`config.mk`:
```
export PLATFORM = sky130hd
export DESIGN_NAME = ivp_irq_ctrl
export DESIGN_NICKNAME = d
export VERILOG_FILES = /design/src/hw/ivp_pkg.sv /design/src/hw/ivp_irq_ctrl.sv
export SDC_FILE = /design/constraint.sdc
export NUM_CORES = 1
export LEC_CHECK = 0
export ABC_CLOCK_PERIOD_IN_PS = 6300
export BUFFER_PORTS_ARGS = -buffer_cell sky130_fd_sc_hd__buf_2
export CORE_MARGIN = 4
export CORE_UTILIZATION = 45
export CTS_CLUSTER_SIZE = 25
export DETAILED_ROUTE_END_ITERATION = 12
export PLACE_DENSITY = 0.6
export SLEW_MARGIN = 20
export SYNTH_ARGS = -nofsm -noshare
export SYNTH_HDL_FRONTEND = slang
export SYNTH_SLANG_ARGS = --single-unit
```
`constraint.sdc`:
```
create_clock -name core_clk -period 6.3 [get_ports core_clk]
set_clock_uncertainty 0.1 [all_clocks]
set_input_delay 0.945 -clock core_clk [delete_from_list [all_inputs] [get_ports core_clk]]
set_output_delay 0.945 -clock core_clk [all_outputs]
set_load 0.05 [all_outputs]
```
`src/hw/ivp_pkg.sv`:
```
// Constants, types and register map of the vectored interrupt priority block.
// Assumes one system clock and an Avalon-MM slave with a 32-bit byte address.
// Functional notes
// RULE_01: Mask bits 25..0 per source, bit 26 global; 1 blocks; all reset to 1.
// RULE_02: Software masks a source only while that source is certainly not requesting.
// RULE_03: Priority logic is one master unit plus four slave units of six sources.
// RULE_04: Each slave ranks four programmable sources and holds two fixed sources.
// RULE_05: Fixed sources of a slave always lose to its four programmable sources.
// RULE_06: Master ranks four slave winners by master ranking, then takes two direct sources after them.
// RULE_07: Clock tick and converter direct sources are lowest of all 26.
// RULE_08: With several requests, in-service shows only the highest-priority one.
// RULE_09: In-service register is read-only, one-hot or zero, resets to zero.
// RULE_10: Service clear is write-only; a write clears pending bits and in-service.
// RULE_11: Fast-routed sources get no in-service bit; software reads pending instead.
// RULE_12: Slave ranking is four 8-bit group fields, group A on top, each 0x1B.
// RULE_13: Each field holds four 2-bit rank codes, source A first; 00 ranks highest.
// RULE_14: Groups hold external 0-3, transfer, timer 0-3 and serial/two-wire sources.
// RULE_15: Software gives the four sources of each group distinct rank codes.
// RULE_16: A pending bit sets on request even while its source is masked.
// RULE_17: Master ranking bit 12 master mode, bits 11..8 slave modes; 0 round robin.
// RULE_18: Current slave ranking reports the ranking in use, rotated under round robin.
// RULE_19: Normal request is high while global mask clear and an unmasked normal source pends.

package ivp_pkg;

  localparam int NUM_SRC  = 26;
  localparam int NUM_GRP  = 4;

  // Register byte addresses
  localparam logic [31:0] ADDR_PENDING     = 32'h01E00004;
  localparam logic [31:0] ADDR_ROUTE       = 32'h01E00008;
  localparam logic [31:0] ADDR_BLOCK       = 32'h01E0000C;
  localparam logic [31:0] ADDR_SLV_CFG     = 32'h01E00010;
  localparam logic [31:0] ADDR_MST_CFG     = 32'h01E00014;
  localparam logic [31:0] ADDR_SLV_CUR     = 32'h01E00018;
  localparam logic [31:0] ADDR_MST_CUR     = 32'h01E0001C;
  localparam logic [31:0] ADDR_IN_SERVICE  = 32'h01E00020;
  localparam logic [31:0] ADDR_SVC_CLEAR   = 32'h01E00024;
  localparam logic [31:0] ADDR_EVT_STATUS  = 32'h01E00028;
  localparam logic [31:0] ADDR_EVT_CLEAR   = 32'h01E0002C;
  localparam logic [31:0] ADDR_EVT_ENABLE  = 32'h01E00030;

  // Field positions
  localparam int BIT_GLOBAL      = 26;
  localparam int BIT_MST_MODE    = 12;
  localparam int BIT_SLV_MODE_A  = 11;
  localparam int SRC_CLOCK_TICK  = 1;
  localparam int SRC_CONVERTER   = 0;
  localparam int EVT_GRANT       = 0;
  localparam int EVT_MASKED_REQ  = 1;

  // Top bit of each group: sources base..base-3 programmable, base-4, base-5 fixed
  localparam logic [4:0] GRP_BASE [NUM_GRP] = '{5'h19, 5'h13, 5'h0D, 5'h07};

  // Reset values
  localparam logic [27:0] RST_BLOCK    = 28'h7FFFFFF;
  localparam logic [31:0] RST_SLV_RANK = 32'h1B1B1B1B;
  localparam logic [12:0] RST_MST_CFG  = 13'h1F1B;
  localparam logic [7:0]  RST_MST_RANK = 8'h1B;

  typedef struct packed {
    logic        read;
    logic        write;
    logic [31:0] address;
    logic [3:0]  byteenable;
    logic [31:0] writedata;
  } ivp_av_req_type;

  typedef enum logic {
    IVP_IDLE,
    IVP_ANSWER
  } ivp_bus_state_type;

endpackage

```
`src/hw/ivp_irq_ctrl.sv`:
```
// Interrupt mask, pending flags and vectored two-level priority arbitration.
// Assumes source requests are levels from logic on core_clk.
//
// The Avalon-MM register port was chosen for this implementation.
`timescale 1ns/1ps

module ivp_irq_ctrl (
  // Clock and reset
  input  wire logic                   core_clk,
  input  wire logic                   rst_n,
  // Avalon-MM slave
  input  wire ivp_pkg::ivp_av_req_type av_req,
  output logic                        av_waitrequest,
  output logic [31:0]                 av_readdata,
  // Sources and core requests
  input  wire logic [25:0]            source_req,
  output logic                        normal_irq,
  output logic                        fast_irq,
  output logic                        event_irq
);
  import ivp_pkg::*;

  ivp_bus_state_type bus_state;
  logic [25:0]       request_flags;
  logic [25:0]       fast_route;
  logic [27:0]       source_block_bits;
  logic [31:0]       slave_rank_config;
  logic [12:0]       master_rank_config;
  logic [31:0]       slave_rank_current;
  logic [7:0]        master_rank_current;
  logic [25:0]       in_service_flags;
  logic [1:0]        evt_status;
  logic [1:0]        evt_enable;

  logic              wr_take;
  logic              rd_take;
  logic [31:0]       wr_mask;
  logic [31:0]       wr_val;
  logic [25:0]       candidates;
  logic [NUM_GRP-1:0] slv_hit;
  logic [1:0]        slv_k [NUM_GRP];
  logic [4:0]        slv_src [NUM_GRP];
  logic              win_any;
  logic [4:0]        win_src;
  logic              win_is_grp;
  logic [1:0]        win_grp;
  logic              grant;
  logic              svc_wr;
  logic [1:0]        evt_new;
  logic [31:0]       next_slave_rank_config;
  logic [12:0]       next_master_rank_config;

  ////////////////////////////////////////////////////////////////////////////
  // Bus slave: one wait cycle, read data registered before waitrequest drops

  assign av_waitrequest = (av_req.read | av_req.write) & (bus_state == IVP_IDLE);
  assign wr_take = av_req.write & (bus_state == IVP_ANSWER);
  assign rd_take = av_req.read & (bus_state == IVP_IDLE);

  always_comb begin
    for (int b = 0; b < 4; b++) begin
      wr_mask[8*b +: 8] = {8{av_req.byteenable[b]}};
    end
    wr_val = av_req.writedata & wr_mask;
  end

  // Values a config write leaves behind, so a reload never picks up the old word
  assign next_slave_rank_config  = (slave_rank_config & ~wr_mask) | wr_val;
  assign next_master_rank_config = (master_rank_config & ~wr_mask[12:0]) | wr_val[12:0];
  assign svc_wr                  = wr_take && (av_req.address == ADDR_SVC_CLEAR);

  always_ff @(posedge core_clk) begin
    if (!rst_n) begin
      bus_state <= IVP_IDLE;
    end else if (bus_state == IVP_ANSWER) begin
      bus_state <= IVP_IDLE;
    end else if (av_req.read | av_req.write) begin
      bus_state <= IVP_ANSWER;
    end
  end

  always_ff @(posedge core_clk) begin
    if (!rst_n) begin
      av_readdata <= 32'h00000000;
    end else if (rd_take) begin
      unique case (av_req.address)
        ADDR_PENDING:    av_readdata <= {6'h00, request_flags};
        ADDR_ROUTE:      av_readdata <= {6'h00, fast_route};
        ADDR_BLOCK:      av_readdata <= {4'h0, source_block_bits};
        ADDR_SLV_CFG:    av_readdata <= slave_rank_config;
        ADDR_MST_CFG:    av_readdata <= {19'h00000, master_rank_config};
        ADDR_SLV_CUR:    av_readdata <= slave_rank_current;
        ADDR_MST_CUR:    av_readdata <= {24'h000000, master_rank_current};
        ADDR_IN_SERVICE: av_readdata <= {6'h00, in_service_flags}; // [RULE_09]
        ADDR_EVT_STATUS: av_readdata <= {30'h00000000, evt_status};
        ADDR_EVT_ENABLE: av_readdata <= {30'h00000000, evt_enable};
        // Write-only and unmapped words read as zero
        default:         av_readdata <= 32'h00000000;               // [RULE_10]
      endcase
    end
  end

  ////////////////////////////////////////////////////////////////////////////
  // Software registers

  always_ff @(posedge core_clk) begin
    if (!rst_n) begin
      source_block_bits <= RST_BLOCK;                               // [RULE_01]
    end else if (wr_take && av_req.address == ADDR_BLOCK) begin
      // Bit 27 is reserved and stays zero
      source_block_bits <= (source_block_bits & ~wr_mask[27:0])
                         | {1'b0, wr_val[26:0]};                    // [RULE_01]
    end
  end

  always_ff @(posedge core_clk) begin
    if (!rst_n) begin
      fast_route <= 26'h0000000;
    end else if (wr_take && av_req.address == ADDR_ROUTE) begin
      fast_route <= (fast_route & ~wr_mask[25:0]) | wr_val[25:0];
    end
  end

  always_ff @(posedge core_clk) begin
    if (!rst_n) begin
      slave_rank_config <= RST_SLV_RANK;                            // [RULE_12]
    end else if (wr_take && av_req.address == ADDR_SLV_CFG) begin
      slave_rank_config <= (slave_rank_config & ~wr_mask) | wr_val;
    end
  end

  always_ff @(posedge core_clk) begin
    if (!rst_n) begin
      master_rank_config <= RST_MST_CFG;                            // [RULE_17]
    end else if (wr_take && av_req.address == ADDR_MST_CFG) begin
      master_rank_config <= (master_rank_config & ~wr_mask[12:0]) | wr_val[12:0];
    end
  end

  ////////////////////////////////////////////////////////////////////////////
  // Pending flags: a new request beats a clear in the same cycle

  always_ff @(posedge core_clk) begin
    if (!rst_n) begin
      request_flags <= 26'h0000000;
    end else if (wr_take && av_req.address == ADDR_SVC_CLEAR) begin
      request_flags <= (request_flags & ~wr_val[25:0]) | source_req; // [RULE_10] [RULE_16]
    end else begin
      request_flags <= request_flags | source_req;                  // [RULE_16]
    end
  end

  ////////////////////////////////////////////////////////////////////////////
  // Arbitration

  // Fast-routed sources never enter the tree
  assign candidates = request_flags & ~source_block_bits[25:0] & ~fast_route
                    & {26{~source_block_bits[BIT_GLOBAL]}};          // [RULE_11]

  // Moves the granted code to last place, closing the gap behind it
  function automatic logic [7:0] rotate_ranks(input logic [7:0] f, input logic [1:0] k);
    logic [1:0] rk;
    logic [1:0] rj;
    rotate_ranks = f;
    rk = f[7-2*k -: 2];
    for (int j = 0; j < 4; j++) begin
      rj = f[7-2*j -: 2];
      if (j == int'(k)) begin
        rotate_ranks[7-2*j -: 2] = 2'h3;
      end else if (rj > rk) begin
        rotate_ranks[7-2*j -: 2] = rj - 2'h1;
      end
    end
  endfunction

  generate
    for (genvar g = 0; g < NUM_GRP; g++) begin : g_slave                // [RULE_03]
      always_comb begin
        logic [7:0] f;
        logic [4:0] base;
        f = slave_rank_current[31-8*g -: 8];
        base = GRP_BASE[g];
        slv_hit[g] = 1'b0;
        slv_k[g] = 2'h0;
        slv_src[g] = 5'h00;
        // Lowest code wins; clashing codes fall back to source order
        for (int r = 0; r < 4; r++) begin
          for (int k = 0; k < 4; k++) begin
            if (!slv_hit[g] && candidates[base - 5'(k)] && f[7-2*k -: 2] == 2'(r)) begin
              slv_hit[g] = 1'b1;                                     // [RULE_04] [RULE_13]
              slv_k[g] = 2'(k);
              slv_src[g] = base - 5'(k);
            end
          end
        end
        // Fixed pair is only reached when no programmable source is among the candidates
        if (!slv_hit[g] && candidates[base - 5'h04]) begin
          slv_hit[g] = 1'b1;                                         // [RULE_05]
          slv_k[g] = 2'h0;
          slv_src[g] = base - 5'h04;
        end else if (!slv_hit[g] && candidates[base - 5'h05]) begin
          slv_hit[g] = 1'b1;                                         // [RULE_05] [RULE_14]
          slv_k[g] = 2'h0;
          slv_src[g] = base - 5'h05;
        end
      end
    end
  endgenerate

  always_comb begin
    win_any = 1'b0;
    win_src = 5'h00;
    win_is_grp = 1'b0;
    win_grp = 2'h0;
    for (int r = 0; r < 4; r++) begin
      for (int g = 0; g < NUM_GRP; g++) begin
        if (!win_any && slv_hit[g] && master_rank_current[7-2*g -: 2] == 2'(r)) begin
          win_any = 1'b1;                                            // [RULE_06]
          win_src = slv_src[g];
          win_is_grp = 1'b1;
          win_grp = 2'(g);
        end
      end
    end
    if (!win_any && candidates[SRC_CLOCK_TICK]) begin
      win_any = 1'b1;                                                // [RULE_07]
      win_src = 5'(SRC_CLOCK_TICK);
    end else if (!win_any && candidates[SRC_CONVERTER]) begin
      win_any = 1'b1;                                                // [RULE_07]
      win_src = 5'(SRC_CONVERTER);
    end
  end

  // A new source is granted only while nothing is in service; a clear in
  // the same cycle defers it, so no ranking rotates without a service
  assign grant = win_any && (in_service_flags == 26'h0000000) && !svc_wr;

  always_ff @(posedge core_clk) begin
    if (!rst_n) begin
      in_service_flags <= 26'h0000000;                               // [RULE_09]
    end else if (wr_take && av_req.address == ADDR_SVC_CLEAR) begin
      // Any write ends service, whatever the data
      in_service_flags <= 26'h0000000;                               // [RULE_10]
    end else if (grant) begin
      in_service_flags <= 26'h0000001 << win_src;                    // [RULE_08] [RULE_09]
    end
  end

  ////////////////////////////////////////////////////////////////////////////
  // Current rankings: track the program in fixed mode, rotate per grant otherwise

  always_ff @(posedge core_clk) begin
    if (!rst_n) begin
      slave_rank_current <= RST_SLV_RANK;                            // [RULE_18]
    end else begin
      for (int g = 0; g < NUM_GRP; g++) begin
        if (wr_take && av_req.address == ADDR_SLV_CFG) begin
          slave_rank_current[31-8*g -: 8] <= next_slave_rank_config[31-8*g -: 8];
        end else if (master_rank_config[BIT_SLV_MODE_A - g]) begin
          slave_rank_current[31-8*g -: 8] <= slave_rank_config[31-8*g -: 8];
        end else if (grant && win_is_grp && win_grp == 2'(g)
                     && win_src > GRP_BASE[g] - 5'h04) begin
          slave_rank_current[31-8*g -: 8] <=
            rotate_ranks(slave_rank_current[31-8*g -: 8], slv_k[g]); // [RULE_17] [RULE_18]
        end
      end
    end
  end

  always_ff @(posedge core_clk) begin
    if (!rst_n) begin
      master_rank_current <= RST_MST_RANK;
    end else if (wr_take && av_req.address == ADDR_MST_CFG) begin
      master_rank_current <= next_master_rank_config[7:0];
    end else if (master_rank_config[BIT_MST_MODE]) begin
      master_rank_current <= master_rank_config[7:0];
    end else if (grant && win_is_grp) begin
      master_rank_current <= rotate_ranks(master_rank_current, win_grp); // [RULE_17]
    end
  end

  ////////////////////////////////////////////////////////////////////////////
  // Core requests and block events

  assign normal_irq = !source_block_bits[BIT_GLOBAL]
                    && |(request_flags & ~source_block_bits[25:0] & ~fast_route); // [RULE_19]
  assign fast_irq   = !source_block_bits[BIT_GLOBAL]
                    && |(request_flags & ~source_block_bits[25:0] & fast_route);  // [RULE_11]

  // Sticky events; a new event wins over a clear in the same cycle
  assign evt_new = {|(source_req & ~request_flags & source_block_bits[25:0]), grant};

  always_ff @(posedge core_clk) begin
    if (!rst_n) begin
      evt_status <= 2'h0;
    end else if (wr_take && av_req.address == ADDR_EVT_CLEAR) begin
      evt_status <= (evt_status & ~wr_val[1:0]) | evt_new;
    end else begin
      evt_status <= evt_status | evt_new;
    end
  end

  always_ff @(posedge core_clk) begin
    if (!rst_n) begin
      evt_enable <= 2'h0;
    end else if (wr_take && av_req.address == ADDR_EVT_ENABLE) begin
      evt_enable <= (evt_enable & ~wr_mask[1:0]) | wr_val[1:0];
    end
  end

  assign event_irq = |(evt_status & evt_enable);

endmodule

```
* Word level (Yosys, flattened, before mapping)
Cells that the tools add are included.
** Storage, ports and cells
- Register bits :: 228
- Logic and storage cells :: 883
- Output and inout bits :: 36
- Input bits :: 98
** Operators by class
- $add $sub $neg :: 25
- Shifts and indexed selects :: 6
- Equality and inequality tests :: 90
- Mux-type cells :: 322
- Reductions and logical operators :: 345
- Bitwise operators :: 41
- $lt $le $gt $ge :: 24
** Operator list (count)
- $mux 5 :: 88
- $eq 32x25->1 const B :: 12
- $pmux 32 s10 :: 1
- $mux 2 :: 119
- $and 26x26->26 :: 8
- $logic_and 1x1->1 :: 185
- $shiftx 9x33->2 :: 5
- $not 26->26 :: 5
- $mux 8 :: 15
- $mux 1 :: 96
- $eq 2x2->1 const B :: 42
- $logic_not 1->1 :: 82
- $reduce_bool 4->1 :: 20
- $or 26x26->26 :: 3
- $reduce_or 26->1 :: 3
- $and 32x32->32 :: 2
- $logic_not 2->1 :: 26
- $eq 2x1->1 const B :: 21
- $gt 2x2->1 :: 20
- $reduce_and 2->1 :: 20
- $sub 2x1->2 const B :: 20
- $not 32->32 :: 1
- $or 32x32->32 :: 1
- $and 28x28->28 :: 1
- 24 further kinds :: 57

* Logic depth before layout (Yosys ltp)
Gate-level depths: netlist of run 1.
- Depth in word-level cells :: 144
- Mapped depth :: 22
- Gate-level depth less buffers :: 19

* Worst setup path before layout of run 1
Ideal clock, no wire load.
- Path type :: register -> register
- Start point :: register slave_rank_current[22]
- End point :: register master_rank_current[3]
- Path buffers :: 1
- Data arrival time :: 4.515 ns
- Path slack :: 1.565 ns
- Setup time :: 0.120 ns
- Cell stages (with the launch flop) :: 20
- Cells stage by stage :: dfxtp_1 > inv_1 > ha_1 > or2_2 > a22oi_2 > nand4_4 > o31ai_4 > nand3_1 > buf_2 > nor4_4 > a22oi_2 > and2_1 > a21oi_1 > ha_1 > nor2b_1 > o21ai_0 > nand2_1 > a21oi_1 > a311oi_1 > a211o_1
** On the way
- Word-level cells in the longest chain between the ends :: 135
- Elaborated cells between the ends (all ways) :: 164
** Ends and longest elaborated chain
- start, declared :: line ivp_irq_ctrl.sv:29 : logic [31:0] slave_rank_current;
- start signal, assigned by index :: line ivp_irq_ctrl.sv:258 : slave_rank_current[31-8*g -: 8] <= next_slave_rank_config[31-8*g -: 8];
- start signal, assigned by index :: line ivp_irq_ctrl.sv:260 : slave_rank_current[31-8*g -: 8] <= slave_rank_config[31-8*g -: 8];
- start signal, assigned by index :: line ivp_irq_ctrl.sv:263 : slave_rank_current[31-8*g -: 8] <=
- $logic_not 2->1 :: line ivp_irq_ctrl.sv:189 : if (!slv_hit[g] && candidates[base - 5'(k)] && f[7-2*k -: 2] == 2'(r)) begin
- $logic_and 1x1->1 :: line ivp_irq_ctrl.sv:189
- $mux 1 :: line ivp_irq_ctrl.sv:189
- $logic_not 1->1 :: line ivp_irq_ctrl.sv:189
- $logic_and 1x1->1 (2 in a row) :: line ivp_irq_ctrl.sv:189
- $mux 1 :: line ivp_irq_ctrl.sv:189
- $logic_not 1->1 :: line ivp_irq_ctrl.sv:189
- $logic_and 1x1->1 (2 in a row) :: line ivp_irq_ctrl.sv:189
- (+49 left out)
- $logic_not 1->1 :: line ivp_irq_ctrl.sv:189
- $logic_and 1x1->1 (2 in a row) :: line ivp_irq_ctrl.sv:189
- $mux 1 (*) :: line ivp_irq_ctrl.sv:189
- $logic_not 1->1 :: line ivp_irq_ctrl.sv:197, ivp_irq_ctrl.sv:201
- $logic_and 1x1->1 :: line ivp_irq_ctrl.sv:201 : end else if (!slv_hit[g] && candidates[base - 5'h05]) begin
- $mux 1 :: line ivp_irq_ctrl.sv:201
- $mux 1 (*) :: line ivp_irq_ctrl.sv:197 : if (!slv_hit[g] && candidates[base - 5'h04]) begin
- branches (longest 68 deep; another with $logic_and 1x1->1)
- end signal, assigned :: line ivp_irq_ctrl.sv:274 : master_rank_current <= next_master_rank_config[7:0];
- end signal, assigned :: line ivp_irq_ctrl.sv:276 : master_rank_current <= master_rank_config[7:0];
- end signal, assigned :: line ivp_irq_ctrl.sv:278 : master_rank_current <= rotate_ranks(master_rank_current, win_grp);
- end, declared :: line ivp_irq_ctrl.sv:30 : logic [7:0] master_rank_current;
Mark *: on every way between the ends. The select of a mux whose other input is x is not followed.
A chain may end at the register's enable or synchronous reset.

==> reports/results.tsv, run 1 <==
stage	metric	value	unit
setup_path	crit_chain	nor4b_2, a222oi_1, nand4_2, o21ai_1, nand4_1, or4_1, or4b_4, nor3_2, a21oi_1, o21ai_2, o211ai_2, a41o_1, a22oi_1	
setup_path	critPathLaunchType	register	
synthesis	ys_ff_latch	228	
clock_network	cts_tree	done	
clock_network	clockRootBuffer	clkbuf_16	
cells_and_area	syn2layout_area_growth	13.5	%
sta	tns	0	ns
grt	grt-ovfl-total	0	
synthesis	synth_cell_types	96	
synthesis	synth_enable_flop_cells	0	
setup_path	crit_type	register to register	
routing	drtPass1Iterations	9	
routing	routed_wl	71.4	mm
routing	drc	0	
routing	postRouteAntennaNets	0	
pwr	p_leak	7.48	nW
cells_and_area	nets	2458	
hold_path	hp-class	register to register	
synthesis	syn_inst	2122	
die	die_h	198	um
place	gp_congestion	1.01	
sta	hold_viol_final	0	
synthesis	yosysSeqAreaShare	28.1	%
synthesis	synth_ff_type	dfxtp_1	
routing	num_vias	17900	
cells_and_area	post-route-cell-area	0.0185	sq mm
cells_and_area	final_cells	2721	
routing	dr.first_iter.drc_count	2200	
setup_path	critPathSlowestCell	dfxtp_2	
grt	antenna_found_initial	1	
synthesis	synthTopCellsByArea	dfxtp_1 28%, ha_1 9.2%, nand2_1 7.8%	
die	core	0.0356	sq mm
cells_and_area	fillers	3546	
die	row_count	69	
setup_path	worst-path-max-fanout	20	
routing	wl_per_cell	26.2	um
die	start_util	45.7	%
setup_path	end_kind	register	
place	dp_cells	2672	
place	place_area	0.0175	sq mm
sta	fmax	179	MHz
synthesis	yosys.area.top_type	dfxtp_1	
die	dieArea	0.0392	sq mm
synthesis	synth_area	0.0163	sq mm
synthesis	synth_commonest_cells	338 x nand2_1, 228 x dfxtp_1, 211 x nor2_1	
pwr	power_density	178	mW/mm^2
synthesis	synth_top_area_share	28.1	%
synthesis	yosys_warnings	0	
grt	grt_pass1_vias	16900	
synthesis	synthArstFlopShare	0	%
clock_network	cts_inserted_buffers	27	
grt	grt_pass1_wl	107	mm
die	die_w	198	um
sta	worst_pin_slew	1.05	ns
cells_and_area	diodes	0	
clock_network	clk_pin_slew	0.06	ns
setup_path	cp.arrival	5.94	ns
clock_network	clk_latency	0.54	ns
sta	slew_headroom	29.8	%
clock_network	cts_setup_buffers	0	
sta	finalMaxSlewViolations	0	
pwr	finalPower	3.29	mW
setup_path	cp_top_family	compound AO/OA/AOI/OAI gates	
die	io_pins	134	
cells_and_area	utilization	51.9	%
routing	viasPerCell	6.56	
clock_network	cts_buffer_depth	3	
sta	finalSetupViolCount	0	
place	port_buffers	133	
sta	finalCritPeriodShare	88.6	%
setup_path	cp_num_buf_inv	0	
setup_path	required	6.66	ns
sta	grt_setup_unrepaired	no	
grt	grtUsageTotal	35.1	%
synthesis	synth_fp_nets	2340	
synthesis	yosysMostFrequentCell	nand2_1	
pwr	vdd_drop_max	0.195	mV
grt	grt_max_degree	65	
clock_network	post_cts_resized	0	
setup_path	slowest_delay	0.77	ns
sta	min_period	5.58	ns
cells_and_area	drive_gt1_share	14.0	%
clock_network	cts_sinks	228	
synthesis	avgSynthCellArea	7.66	sq um
clock_network	ctsHoldBuffers	0	
status	status	finished, final reports clean	
run	cap_viol_max_count	0	
clock_network	htreeDepth	1	
place	dp_hpwl	55.3	mm
## metal layers
layer  GRT usage (%)  vias to the layer above  routed length, um
met1            48.7                     8563              30300
met5               0                        -                  0
met2            53.2                      963              30800
met3            6.67                      180               6720
met4            15.0                        0               3630
li1                -                     8154                  -
## tightest hold or removal path, cell delays in order, from the launching register on
cell and delay [ns]:
dfxtp_1 0.31, nand2_1 0.05, nor2_1 0.03
## power by group
part | internal [mW] | switching [mW]
logic | 0.0585 | 0.135
registers | 1.46 | 0.0293
clock network | 0.972 | 0.637
## path summary, 6_finish.rpt
check                         from                     to  slack [ns]  cells past startpoint
max reg2reg               register  slave_rank_current[9]        0.72                     13
min reg2reg  source_block_bits[27]  source_block_bits[27]        0.33                      2
min          source_block_bits[27]  source_block_bits[27]        0.33                      2
max                       register  slave_rank_current[9]        0.72                     13
## layout make-up
| class | count | area [sq um] | share of cell area (%) |
|---|---|---|---|
| multi-input combinational | 1731 | 11100 | 60.0 |
| sequential | 228 | 4570 | 24.7 |
| timing repair buffer | 191 | 1100 | 5.97 |
| clock buffer | 39 | 771 | 4.18 |
| tap | 461 | 577 | 3.13 |
| inverter | 61 | 231 | 1.25 |
| clock inverter | 10 | 135 | 0.732 |
## placed cells by master, fill, tap and decap left out, types with 42 or more instances in the layout
cell type  Yosys  layout
a31oi_1       52      52
nor2_1       211     208
dfxtp_1      228     227
buf_2          6     133
buf_4          2      58
o21ai_0       92      92
a21oi_1      180     180
nand3b_1      42      42
ha_1         120     120
inv_1         60      60
nand2_1      338     338
a22oi_1       76      76
nand3_1       65      65
## logic make-up (layout without fill, tap and decap cells)
kind of cell / Yosys count / in the layout / share of synthesized area (%)
fa+ha+maj: 120 / 120 / 9.23
buf+inv: 163 / 301 / 4.09
mux: 41 / 41 / 2.53
flops: 228 / 228 / 28.1
compound gates: 679 / 679 / 28.7
simple gates: 891 / 891 / 27.3
## metrics by stage
step	hold WS, ns	setup WS (ns)
6_report	0.333	0.720
3_5_place_dp	0.321	0.807
4_1_cts	0.331	0.787
5_1_grt	0.362	0.356
3_3_place_gp	0.323	0.935
2_1_floorplan	0.309	1.57
Power figures use the tool's default switching activity.
==> inputs of run 2 (changes only) <==
- CORE_ASPECT_RATIO: unset -> 1.25
- SKIP_LAST_GASP: unset -> 1
==> run 2 against run 1 <==
- core utilization shrank 0.25 points
- count of clock-buffer cells in the layout down 5
- non-clock buffer count shrank 6
- global-route usage grew 0.50 points
- hold slack better by 0.0045 ns
- critical path depth unchanged
- first-iteration DRC count up 4.2%
- critical endpoint unchanged
- clock power is 7% lower
- via count increased by 0.15%
==> reports/results.tsv, run 2 (synthesized netlist as in run 1, its figures left out) <==
stage	metric	value	unit	change
clock_network	cts_tree	done		unchanged
sta	worst_pin_slew	1.14	ns	was 1.05 ns
grt	grt_pass1_vias	17000		was 16900
setup_path	worst-path-max-fanout	29		was 20
cells_and_area	final_common_cell	nand2_1		unchanged
setup_path	path_depth	13		unchanged
routing	drc	0		unchanged
sta	holdWs	0.338	ns	was 0.333 ns
cells_and_area	utilization	51.6	%	was 51.9%
clock_network	clk_latency	0.55	ns	was 0.54 ns
routing	routed_wl	71.6	mm	was 71.4 mm
place	port_buffers	133		unchanged
sta	tns	0	ns	unchanged
die	die_h	221	um	was 198 um
sta	slew_headroom	23.7	%	was 29.8%
setup_path	slowest_delay	0.98	ns	was 0.77 ns
setup_path	cp-endpoint	slave_rank_current[9]		unchanged
clock_network	post_cts_resized	0		unchanged
clock_network	cts_inserted_buffers	25		was 27
setup_path	critPathSlowestCell	dfxtp_2		unchanged
grt	grtUsageTotal	35.6	%	was 35.1%
clock_network	clk_pin_slew	0.06	ns	about the same
sta	finalSetupViolCount	0		unchanged
die	row_count	77		was 69
sta	grt_setup_unrepaired	no		unchanged
die	start_util	45.7	%	about the same
sta	finalMaxSlewViolations	0		unchanged
die	die_w	178	um	was 198 um
clock_network	cts_buffer_depth	3		unchanged
cells_and_area	fillers	3505		was 3546
setup_path	cp.arrival	6.20	ns	was 5.94 ns
routing	num_vias	17900		about the same
grt	antenna_found_initial	1		unchanged
setup_path	r2r_cells	13		unchanged
place	dp_cells	2679		was 2672
routing	drtPass1Iterations	7		was 9
pwr	p_leak	7.41	nW	was 7.48 nW
cells_and_area	post-route-cell-area	0.0184	sq mm	was 0.0185 sq mm
setup_path	crit_chain	nor4b_1, a22oi_2, nand4_4, o31ai_4, nand3_1, or4_1, or4b_4, nor3_2, a21oi_1, o21ai_2, o211ai_2, a41o_1, a22oi_1		was nor4b_2, a222oi_1, nand4_2, o21ai_1, nand4_1, or4_1, or4b_4, nor3_2, a21oi_1, o21ai_2, o211ai_2, a41o_1, a22oi_1
setup_path	cp_num_buf_inv	0		unchanged
sta	finalCritPeriodShare	92.8	%	was 88.6%
cells_and_area	final_cell_mix	338 x nand2_1, 227 x dfxtp_1, 208 x nor2_1, 180 x a21oi_1, 133 x buf_2		unchanged
pwr	power_density	173	mW/mm^2	was 178 mW/mm^2
place	dp_hpwl	55.1	mm	was 55.3 mm
sta	fmax	171	MHz	was 179 MHz
place	place_area	0.0175	sq mm	about the same
clock_network	clockRootBuffer	clkbuf_16		unchanged
routing	dr.first_iter.drc_count	2293		was 2200
setup_path	critPathLaunchType	register		unchanged
cells_and_area	nets	2450		was 2458
setup_path	required	6.65	ns	was 6.66 ns
sta	min_period	5.85	ns	was 5.58 ns
die	dieArea	0.0393	sq mm	was 0.0392 sq mm
routing	viasPerCell	6.57		was 6.56
clock_network	cts_setup_buffers	0		unchanged
setup_path	end_kind	register		unchanged
clock_network	ctsHoldBuffers	0		unchanged
setup_path	cp_top_family	simple AND/OR/NAND/NOR gates		was compound AO/OA/AOI/OAI gates
routing	postRouteAntennaNets	0		unchanged
grt	grt_max_degree	93		was 65
setup_path	crit_type	register to register		unchanged
hold_path	hp-class	register to register		unchanged
setup_path	rrSetupSlack	0.45	ns	was 0.72 ns
cells_and_area	ff_latch_area	0.00457	sq mm	unchanged
clock_network	htreeDepth	1		unchanged
cells_and_area	drive_gt1_share	13.7	%	was 14.0%
routing	wl_per_cell	26.3	um	was 26.2 um
place	gp_congestion	1.01		about the same
grt	grt-ovfl-total	0		unchanged
sta	hold_viol_final	0		unchanged
cells_and_area	multi_input_area	0.0111	sq mm	about the same
grt	grt_pass1_wl	107	mm	about the same
cells_and_area	syn2layout_area_growth	12.9	%	was 13.5%
clock_network	cts_sinks	228		unchanged
setup_path	r2r-end	slave_rank_current[9]		unchanged
die	io_pins	134		unchanged
status	status	finished, final reports clean		unchanged
cells_and_area	final_cells	2724		was 2721
die	core	0.0356	sq mm	about the same
run	cap_viol_max_count	0		unchanged
pwr	vdd_drop_max	0.226	mV	was 0.195 mV
-- run 2: how the worst min path moves through the flow --
stage,startpoint,end,slack (ns),depth (start not counted)
floorplan,source_block_bits[27],source_block_bits[27],0.31,2
global placement,source_block_bits[27],source_block_bits[27],0.32,2
detailed placement,source_block_bits[27],source_block_bits[27],0.32,2
CTS,source_block_bits[27],source_block_bits[27],0.33,2
global route,source_block_bits[27],source_block_bits[27],0.36,2
finish,source_block_bits[27],source_block_bits[27],0.34,2
-- run 2: layout make-up --
class / instances / area share, %
clock inverter: 10 / 0.613
sequential: 228 / 24.9
clock buffer: 34 / 3.81
multi-input combinational: 1731 / 60.4
inverter: 61 / 1.26
tap: 474 / 3.23
antenna: 1 / 0.0136
timing repair buffer: 185 / 5.82
-- run 2: metrics by stage --
step	setup WS, ns	power [mW]
after floorplan	1.57	1.60
after global placement	0.754	1.71
after detailed placement	0.658	1.71
after CTS	0.629	3.18
after global routing	0.186	3.24
final	0.451	3.17
-- run 2: worst min-delay path: stages (launching register included) --
cell,delay (ns)
dfxtp_1,0.31
nand2_1,0.06
nor2_1,0.03
-- run 2: report_power, final --
group	switching (mW)	internal, mW	leakage (nW)
clock network	0.634	0.860	0.396
registers	0.0285	1.46	1.85
logic	0.134	0.0580	5.17
total	0.796	2.38	7.41
-- run 2: metal layers --
metal / up-vias / wire [um] / global-route usage [%]
met1: 8614 / 28300 / 45.8
met5: - / 0 / 0
li1: 8140 / - / -
met2: 935 / 32800 / 57.6
met4: 0 / 4430 / 18.8
met3: 198 / 6060 / 5.21
